==> src/pkg/sram_host_regs.svh <==
// timing constants and widths for the battery-backed sram write controller
`ifndef SRAM_HOST_REGS_SVH
`define SRAM_HOST_REGS_SVH
`define CLK_PERIOD_NS      10
`define ADDR_W             13
`define DATA_W             8
`define WR_PULSE_NS        35
`define DATA_SETUP_NS      25
`define DATA_HOLD_NS       5
`define WR_RECOVERY_NS     10
`define OUT_HIZ_NS         30
`define RESTART_DELAY_NS   1000000
`define CEIL_CYC(ns)       (((ns) + `CLK_PERIOD_NS - 1) / `CLK_PERIOD_NS)
`define WR_PULSE_CYC       `CEIL_CYC(`WR_PULSE_NS)
`define DATA_SETUP_CYC     `CEIL_CYC(`DATA_SETUP_NS)
`define DATA_HOLD_CYC      `CEIL_CYC(`DATA_HOLD_NS)
`define WR_RECOVERY_CYC    `CEIL_CYC(`WR_RECOVERY_NS)
`define OUT_HIZ_CYC        `CEIL_CYC(`OUT_HIZ_NS)
`endif

==> src/pkg/sram_host_pkg.sv <==
// types shared by the sram write controller modules
package sram_host_pkg;
  typedef enum logic [4:0] {
    ST_IDLE   = 5'h01,
    ST_SETUP  = 5'h02,
    ST_STROBE = 5'h04,
    ST_HOLD   = 5'h08,
    ST_RECOV  = 5'h10
  } wr_state_t;
endpackage : sram_host_pkg

==> src/pkg/pwr_gate_if.sv <==
// signals between the power gate and the write sequencer
`timescale 1ns/1ps
`default_nettype none
interface pwr_gate_if;
  logic allow;
  modport gate (output allow);
  modport seq  (input allow);
endinterface : pwr_gate_if
`default_nettype wire

==> src/rtl/sram_wr_host.sv <==
// host-side write controller for a battery-backed byte-wide static ram
// What this block does
// - host holds the address stable for the whole write cycle.
// - host keeps strobe/select inactive 10 ns before another cycle.
// - data valid 25 ns before the ending edge, held 5 ns after.
// - with two-wire control the host avoids bus contention with the ram.
// - host keeps the selects inactive while supply power returns.
`timescale 1ns/1ps
`include "sram_host_regs.svh"
`default_nettype none
module sram_wr_host #(
  parameter int unsigned RESTART_CYC = `CEIL_CYC(`RESTART_DELAY_NS)
) (
  // clock and reset
  input  wire logic                  mclk,
  input  wire logic                  rst,
  // user request
  input  wire logic                  req_valid,
  input  wire logic [`ADDR_W-1:0]    req_addr,
  input  wire logic [`DATA_W-1:0]    req_data,
  output logic                       req_ready,
  output logic                       req_done,
  output logic                       req_reject,
  // power status from the supply monitor and the ram
  input  wire logic                  pwr_fail,
  input  wire logic                  pwr_int_n,
  // ram pins
  output logic [`ADDR_W-1:0]         addr,
  output logic                       write_n,
  output logic                       select_one_n,
  output logic                       select_two,
  output logic                       out_en_n,
  output logic [`DATA_W-1:0]         dq_out,
  output logic                       dq_oe,
  input  wire logic [`DATA_W-1:0]    dq_in
);
  logic                   dq_unused;
  pwr_gate_if             pg ();
  sram_host_pkg::wr_state_t st_ff;
  sram_host_pkg::wr_state_t nxt_st;
  logic [7:0]             cnt_ff;
  logic [7:0]             nxt_cnt;
  logic [`ADDR_W-1:0]     addr_ff;
  logic [`ADDR_W-1:0]     nxt_addr;
  logic [`DATA_W-1:0]     data_ff;
  logic [`DATA_W-1:0]     nxt_data;
  logic                   wr_n_ff;
  logic                   nxt_wr_n;
  logic                   sel_ff;
  logic                   nxt_sel;
  logic                   oe_ff;
  logic                   nxt_oe;
  logic                   rdy_ff;
  logic                   nxt_rdy;
  logic                   done_ff;
  logic                   nxt_done;
  logic                   rej_ff;
  logic                   nxt_rej;

  // reads are not issued by this block; read path is left for another controller
  assign dq_unused = ^dq_in;

  // power gate holds off accesses around a supply dip
  pwr_gate #(
    .RESTART_CYC (RESTART_CYC)
  ) u_gate (
    .mclk      (mclk),
    .rst       (rst),
    .pwr_fail  (pwr_fail),
    .pwr_int_n (pwr_int_n),
    .pg        (pg)
  );

  // cycle count to the next phase, rounded up from the timing figures
  function automatic logic [7:0] cyc(input int unsigned n);
    cyc = 8'(n);
  endfunction : cyc

  // write sequencer: address/select first, then strobe, then hold and recovery
  always_comb
  begin
    nxt_st   = st_ff;
    nxt_cnt  = cnt_ff;
    nxt_addr = addr_ff;
    nxt_data = data_ff;
    nxt_wr_n = wr_n_ff;
    nxt_sel  = sel_ff;
    nxt_oe   = oe_ff;
    nxt_rdy  = 1'b0;
    nxt_done = 1'b0;
    nxt_rej  = 1'b0;
    if (cnt_ff != 8'h00)
      nxt_cnt = cnt_ff - 8'h01;
    unique case (st_ff)
      sram_host_pkg::ST_IDLE:
      begin
        nxt_sel = 1'b0;
        nxt_rdy = 1'b1;
        if (req_valid && rdy_ff)
        begin
          nxt_rdy = 1'b0;
          if (!pg.allow || pwr_fail)
            nxt_rej = 1'b1;
          else
          begin
            nxt_addr = req_addr;
            nxt_data = req_data;
            nxt_sel  = 1'b1;
            nxt_st   = sram_host_pkg::ST_SETUP;
            nxt_cnt  = cyc(`OUT_HIZ_CYC);
          end
        end
      end
      sram_host_pkg::ST_SETUP:
      begin
        nxt_wr_n = 1'b0;
        if (cnt_ff == 8'h00)
        begin
          nxt_oe  = 1'b1;
          nxt_st  = sram_host_pkg::ST_STROBE;
          nxt_cnt = cyc(`WR_PULSE_CYC > `DATA_SETUP_CYC ? `WR_PULSE_CYC : `DATA_SETUP_CYC);
        end
      end
      sram_host_pkg::ST_STROBE:
      begin
        if (pwr_fail)
        begin
          nxt_wr_n = 1'b1;
          nxt_sel  = 1'b0;
          nxt_oe   = 1'b0;
          nxt_rej  = 1'b1;
          nxt_st   = sram_host_pkg::ST_RECOV;
          nxt_cnt  = cyc(`WR_RECOVERY_CYC);
        end
        else if (cnt_ff == 8'h00)
        begin
          nxt_wr_n = 1'b1;
          nxt_st   = sram_host_pkg::ST_HOLD;
          nxt_cnt  = cyc(`DATA_HOLD_CYC);
        end
      end
      sram_host_pkg::ST_HOLD:
      begin
        if (cnt_ff == 8'h00)
        begin
          nxt_oe   = 1'b0;
          nxt_sel  = 1'b0;
          nxt_done = 1'b1;
          nxt_st   = sram_host_pkg::ST_RECOV;
          nxt_cnt  = cyc(`WR_RECOVERY_CYC);
        end
      end
      sram_host_pkg::ST_RECOV:
      begin
        if (cnt_ff == 8'h00)
          nxt_st = sram_host_pkg::ST_IDLE;
      end
      default:
      begin
        nxt_st   = sram_host_pkg::ST_IDLE;
        nxt_wr_n = 1'b1;
        nxt_sel  = 1'b0;
        nxt_oe   = 1'b0;
      end
    endcase
  end

  // all pins but out_en_n (tied high) come from flops; strobes start inactive
  always_ff @(posedge mclk or posedge rst)
  begin
    if (rst)
    begin
      st_ff   <= sram_host_pkg::ST_IDLE;
      cnt_ff  <= 8'h00;
      addr_ff <= {`ADDR_W{1'b0}};
      data_ff <= {`DATA_W{1'b0}};
      wr_n_ff <= 1'b1;
      sel_ff  <= 1'b0;
      oe_ff   <= 1'b0;
      rdy_ff  <= 1'b0;
      done_ff <= 1'b0;
      rej_ff  <= 1'b0;
    end
    else
    begin
      st_ff   <= nxt_st;
      cnt_ff  <= nxt_cnt;
      addr_ff <= nxt_addr;
      data_ff <= nxt_data;
      wr_n_ff <= nxt_wr_n;
      sel_ff  <= nxt_sel;
      oe_ff   <= nxt_oe;
      rdy_ff  <= nxt_rdy;
      done_ff <= nxt_done;
      rej_ff  <= nxt_rej;
    end
  end

  // both selects move together so either polarity of part works
  assign addr         = addr_ff;
  assign write_n      = wr_n_ff;
  assign select_one_n = ~sel_ff;
  assign select_two   = sel_ff;
  assign out_en_n     = 1'b1;
  assign dq_out       = data_ff;
  assign dq_oe        = oe_ff;
  assign req_ready    = rdy_ff;
  assign req_done     = done_ff;
  assign req_reject   = rej_ff;
endmodule : sram_wr_host
`default_nettype wire

==> src/rtl/pwr_gate.sv <==
// power-fail gate: blocks access during power fail and for the restart delay after it
`timescale 1ns/1ps
`include "sram_host_regs.svh"
`default_nettype none
module pwr_gate #(
  parameter int unsigned RESTART_CYC = `CEIL_CYC(`RESTART_DELAY_NS)
) (
  // clock and reset
  input  wire logic  mclk,
  input  wire logic  rst,
  // power status
  input  wire logic  pwr_fail,
  input  wire logic  pwr_int_n,
  // sequencer side
  pwr_gate_if.gate   pg
);
  logic [19:0] cnt_ff;
  logic [19:0] nxt_cnt;
  logic        allow_ff;
  logic        nxt_allow;

  // a fresh fail restarts the count; the interrupt also stops new cycles early
  always_comb
  begin
    nxt_cnt   = cnt_ff;
    nxt_allow = 1'b0;
    if (pwr_fail || !pwr_int_n)
      nxt_cnt = 20'(RESTART_CYC);
    else if (cnt_ff != 20'h00000)
      nxt_cnt = cnt_ff - 20'h00001;
    else
      nxt_allow = 1'b1;
  end

  // start blocked: power may be rising at reset
  always_ff @(posedge mclk or posedge rst)
  begin
    if (rst)
    begin
      cnt_ff   <= 20'(RESTART_CYC);
      allow_ff <= 1'b0;
    end
    else
    begin
      cnt_ff   <= nxt_cnt;
      allow_ff <= nxt_allow;
    end
  end

  assign pg.allow = allow_ff;
endmodule : pwr_gate
`default_nettype wire

==> config.mk <==
export PLATFORM = sky130hd
export DESIGN_NAME = sram_wr_host
export DESIGN_NICKNAME = d
export VERILOG_FILES = /design/src/pkg/sram_host_pkg.sv /design/src/pkg/pwr_gate_if.sv /design/src/rtl/sram_wr_host.sv /design/src/rtl/pwr_gate.sv
export VERILOG_INCLUDE_DIRS = /design/src /design/src/pkg
export SDC_FILE = /design/constraint.sdc
export NUM_CORES = 1
export LEC_CHECK = 0
export BUFFER_PORTS_ARGS = -buffer_cell sky130_fd_sc_hd__buf_2
export CAP_MARGIN = 20
export CORE_ASPECT_RATIO = 2
export CORE_MARGIN = 3
export CORE_UTILIZATION = 47
export CTS_BUF_LIST = sky130_fd_sc_hd__clkbuf_2 sky130_fd_sc_hd__clkbuf_4 sky130_fd_sc_hd__clkbuf_8
export DETAILED_ROUTE_END_ITERATION = 10
export MAX_ROUTING_LAYER = met4
export PLACE_DENSITY_LB_ADDON = 0.3
export REMOVE_ABC_BUFFERS = 1
export SYNTH_ARGS = -nofsm -noshare
export SYNTH_HDL_FRONTEND = slang
export SYNTH_HIERARCHICAL = 1
export SYNTH_SLANG_ARGS = --single-unit
==> constraint.sdc <==
create_clock -name mclk -period 2.8 [get_ports mclk]
set_input_delay 0.14 -clock mclk [delete_from_list [all_inputs] [get_ports mclk]]
set_output_delay 0.14 -clock mclk [all_outputs]
set_load 0.01 [all_outputs]
Word level (Yosys, flattened, before mapping)

Index checks and enable logic that the tools add are counted.

Bits of input ports: 34
Register bits: 61
Output and inout bits: 29
Logic and storage cells: 84

$add $sub $neg: 2
Equal/unequal tests: 12
Muxes and demuxes: 36
Reduce and logical (&&, ||, !) cells: 17
Bitwise operators: 5

Operators with widths:

| cell                                                 | number |
|---|---|
| two-way mux 8 bit                                    | 6 |
| two-way mux 20 bit                                   | 2 |
| two-way mux 5 bit                                    | 7 |
| case mux 8 bit (4 select lines)                      | 1 |
| case mux 5 bit (5 select lines)                      | 1 |
| nonzero test 20 bit                                  | 1 |
| subtractor 20 x 1 -> 20 bit (second input constant)  | 1 |
| two-way mux 1 bit                                    | 15 |
| != test 2 bit (second input constant)                | 6 |
| zero test 8 bit                                      | 1 |
| case mux 1 bit (4 select lines)                      | 2 |
| nonzero test 8 bit                                   | 1 |
| subtractor 8 x 1 -> 8 bit (second input constant)    | 1 |
| AND reduction 3 bit                                  | 2 |
| AND reduction 6 bit                                  | 1 |
| equality test 5 x 1 -> 1 bit (second input constant) | 1 |
| equality test 5 x 2 -> 1 bit (second input constant) | 1 |
| equality test 5 x 3 -> 1 bit (second input constant) | 1 |
| equality test 5 x 4 -> 1 bit (second input constant) | 1 |
| equality test 5 bit (second input constant)          | 1 |
| NOT 1 bit                                            | 5 |
| AND reduction 4 bit                                  | 1 |
| OR reduction 2 bit                                   | 2 |
| != test 3 bit (second input constant)                | 1 |
| other kinds (8)                                      | 10 |

Longest topological paths before layout

Word-level depth: 5
Depth in mapped cells: 9

Hierarchy

The synthesis kept the hierarchy.

Modules (own cells, without submodules):

| module       | instances | cells an instance | area each (um2) |
|---|---|---|---|
| sram_wr_host | 1         | 176               | 1965.6 |
| pwr_gate     | 1         | 132               | 1236.2 |

Worst setup path before layout

No wires, ideal clock.

Kind: reg-to-reg
Start: reg u_gate.cnt_ff[0]
End: reg u_gate.cnt_ff[6]
Clock period less this slack: 2.091 ns
Setup slack: 0.709 ns
Arrival time: 1.954 ns
Path buffers: 1
Stages on the path, launching flop included: 8
Path through: dfrtp_1 inv_1 ha_1 or3b_1 or4_1 buf_2 o2111ai_1 a21oi_1

Cells in the longest elaborated chain, start to end: 3
Elaborated cells on any way between the ends: 5

RTL lines:

| item                        | line           | RTL |
|---|---|---|
| start: declaration          | pwr_gate.sv:17 | `logic [19:0] cnt_ff;` |
| start signal: assignment    | pwr_gate.sv:40 | `cnt_ff <= 20'(RESTART_CYC);` |
| start signal: assignment    | pwr_gate.sv:45 | `cnt_ff <= nxt_cnt;` |
| subtractor 20 x 1 -> 20 bit | pwr_gate.sv:30 | `nxt_cnt = cnt_ff - 20'h00001;` |
| two-way mux 20 bit          | pwr_gate.sv:29 | `else if (cnt_ff != 20'h00000)` |
| two-way mux 20 bit          | pwr_gate.sv:27 | `if (pwr_fail \|\| !pwr_int_n)` |

Parallel ways exist; a longest one is shown, timed or not. The select of a mux whose other input is x is not followed.
A chain may end at the register's enable or synchronous reset.

Final worst setup path

Ends and elaborated chain as after synthesis.

==> flow_summary.json <==
{
  "grt_pass1_vias": 2485,
  "critPathMaxFanout": 9,
  "antenna_cells": 0,
  "crit_type": "reg2reg",
  "grt_max_degree": 41,
  "clockPowerShare_pct": 44.0,
  "setup_ws_ns": 0.444,
  "synthTopCellsByArea": "dfrtp_1 (41%), mux2_2 (7.4%), dfstp_2 (6.6%)",
  "place_congestion": 0.820,
  "synth.top_cell.area_share_pct": 41.4,
  "h-tree-depth": 3,
  "hold_viol": 0,
  "fp.dieW_um": 64.4,
  "critPathCaptureType": "flop",
  "p_leak_uw": 0.00174,
  "vdd_drop_max_v": 0.000235,
  "grt_antenna_before_repair": 0,
  "dp_slack_ns": 0.456,
  "cp.required_ns": 3.00,
  "netlist_area_mm2": 0.00320,
  "finalCritPeriodShare_pct": 84.1,
  "setup_viol": 0,
  "layout-drive-gt1-share_pct": 32.4,
  "swShare_pct": 22.8,
  "synth-seq-cells": 61,
  "numCtsBuffers": 9,
  "cts_tree": "built",
  "initial_core_util_pct": 48.4,
  "ys_seq_area_share_pct": 48.0,
  "synthTopCellsByCount": "dfrtp_1 (53), nor2_1 (23), mux2_2 (21), a21oi_1 (18), o21ai_0 (15)",
  "p_total_uw": 1790,
  "async_reset_ff_share_pct": 100,
  "grt_pass1_wl_um": 11400,
  "power_frac_comb_pct": 5.4,
  "grt_usage_pct": 19.3,
  "drv_slew": 0,
  "wl_um": 7000,
  "via_per_inst": 5.68,
  "min_path_type": "in2reg",
  "yosysMostFrequentCell": "dfrtp_1",
  "critical_path_arrival_ns": 2.55,
  "drt_iter0_drc": 129,
  "vias": 2603,
  "p_switching_uw": 408,
  "synth.avg_cell_area_um2": 10.4,
  "portBuffers": 53,
  "synth_top_area_cell": "dfrtp_1",
  "drc": 0,
  "p_per_area_mw_per_mm2": 477,
  "layout.nets": 404,
  "setup_tns_ns": 0,
  "cts_setup_buffers": 0,
  "max_cap_violations": 0,
  "area_delta_synth_final_pct": 17.2,
  "clk_latency_ns": 0.34,
  "intPower_uw": 1380,
  "fp.dieH_um": 123,
  "cts_sinks": 61,
  "antenna_left": 0,
  "fillers": 595,
  "rsz0062_at_grt": "false",
  "pwr-share-seq_pct": 50.6,
  "path_clk_slew_ns": 0.07,
  "synth_warnings": 6,
  "multiInputGateArea_mm2": 0.00153,
  "first_pass_iters": 4,
  "max_freq_mhz": 424,
  "wl_per_cell_um": 15.3,
  "clock_path_buffers": 2,
  "seq_area_mm2": 0.00154,
  "gr-total-overflow": 0,
  "synth_ff_type": "dfrtp_1",
  "fp-row-count": 42,
  "clock_skew_ns": 0.00599,
  "worstMarginPinSlew_ns": 0.811,
  "outcome": "finished clean",
  "hpwl_um": 5230,
  "postSynthCellCount": 308,
  "slew_headroom_pct": 45.9,
  "cts-root-buf": "clkbuf_8",
  "io_pins": 63,
  "dieArea_mm2": 0.00790,
  "synth.distinct_cells": 59,
  "fp.coreArea_mm2": 0.00662,
  "worst_setup_path_start_kind": "flop",
  "fin_crit_ns": 2.36,
  "synth-edff-count": 0
}
## power by group through the flow
stage | Combinational [µW] | Clock (µW) | Sequential, µW
floorplan | 56.0 | 0 | 919
global placement | 94.8 | 0 | 920
detailed placement | 97.2 | 0 | 920
CTS | 98.5 | 811 | 905
global route | 110 | 855 | 906
finish | 97.0 | 787 | 905
## cell families after synthesis
kind of cell             synth area share, %
adder cells (fa/ha/maj)                 1.95
XOR/XNOR                               0.821
AO/OA/AOI/OAI                           14.2
buffers and inverters                   4.26
AND/OR/NAND/NOR                         22.0
multiplexers                            8.64
other                                  0.117
flip-flops                              48.0
## flip-flops by register name (all words and copies together), names as in the netlist
register	count
addr	13
cnt_ff	8
dq_oe	1
dq_out	8
req_done	1
req_ready	1
req_reject	1
select_two	1
st_ff	5
u_gate/cnt_ff	20
u_gate/pg.allow	1
write_n	1
## layer usage
metal	vias to the layer above	wire length [µm]	track usage (%)	part of all wire, %
met5	-	0	-	0
met1	1264	2610	18.3	37
li1	1256	-	-	-
met3	17	291	4.58	4.2
met2	66	3910	35.4	56
met4	0	182	10.2	2.6
## what timing repair did
| action | in CTS | in global routing |
|---|---|---|
| hold endpoints to repair | 53 | 0 |
| gates resized for setup | 0 | 0 |
| hold buffers | 1 | 0 |
| setup endpoints to repair | 0 | 0 |
## layout make-up
cell class	count	share of cell area, %
sequential	61	40.9
multi-input combinational	220	40.7
timing repair buffer	62	8.94
clock buffer	12	4.07
tap	88	2.93
clock inverter	4	1.27
inverter	11	1.10
## metrics by stage
step                hold WS [ns]  utilization (%)  cells  instance area, µm²
global placement           0.292             53.5    441                3540
floorplan                  0.112                -    292                3110
CTS                       0.0125             56.7    458                3750
finish                    0.0283             56.7    458                3750
detailed placement         0.298             53.5    441                3540
global route              0.0132             56.7    458                3750
## worst paths after layout
check / start / to / slack (ns) / cells past startpoint
max: u_gate/cnt_ff[0]$_DFFE_PP0N_ / u_gate/cnt_ff[6]$_DFFE_PP0N_ / 0.44 / 6
min: req_addr[1] / addr[1]$_DFFE_PP0P_ / 0.03 / 2
max reg2reg: u_gate/cnt_ff[0]$_DFFE_PP0N_ / u_gate/cnt_ff[6]$_DFFE_PP0N_ / 0.44 / 6
min reg2reg: addr[0]$_DFFE_PP0P_ / addr[0]$_DFFE_PP0P_ / 0.50 / 1
max in group asynchronous: rst / u_gate/cnt_ff[19]$_DFFE_PP0N_ / 1.78 / 3
min in group asynchronous: rst / addr[2]$_DFFE_PP0P_ / 0.46 / 4
## critical path: stages (launching register included)
cell	delay [ns]
dfrtp_1	0.41
inv_1	0.11
ha_1	0.17
or3b_1	0.45
or4_1	0.74
o2111ai_1	0.25
a21oi_1	0.09
## cells in the final DEF (no fill, tap or decap), types with 5 or more instances in the layout
| cell type | n |
|---|---|
| a211oi_1 | 5 |
| a21oi_1 | 18 |
| buf_2 | 53 |
| buf_4 | 8 |
| clkbuf_8 | 10 |
| dfrtp_1 | 53 |
| dfstp_2 | 8 |
| ha_1 | 5 |
| inv_1 | 11 |
| mux2_2 | 21 |
| nand2_1 | 12 |
| nand2b_1 | 6 |
| nand3_1 | 9 |
| nor2_1 | 23 |
| nor2b_1 | 7 |
| nor3_1 | 10 |
| o21ai_0 | 15 |
| o31ai_1 | 6 |
| or4_1 | 8 |
No activity file was read; power rests on OpenSTA's default activity.
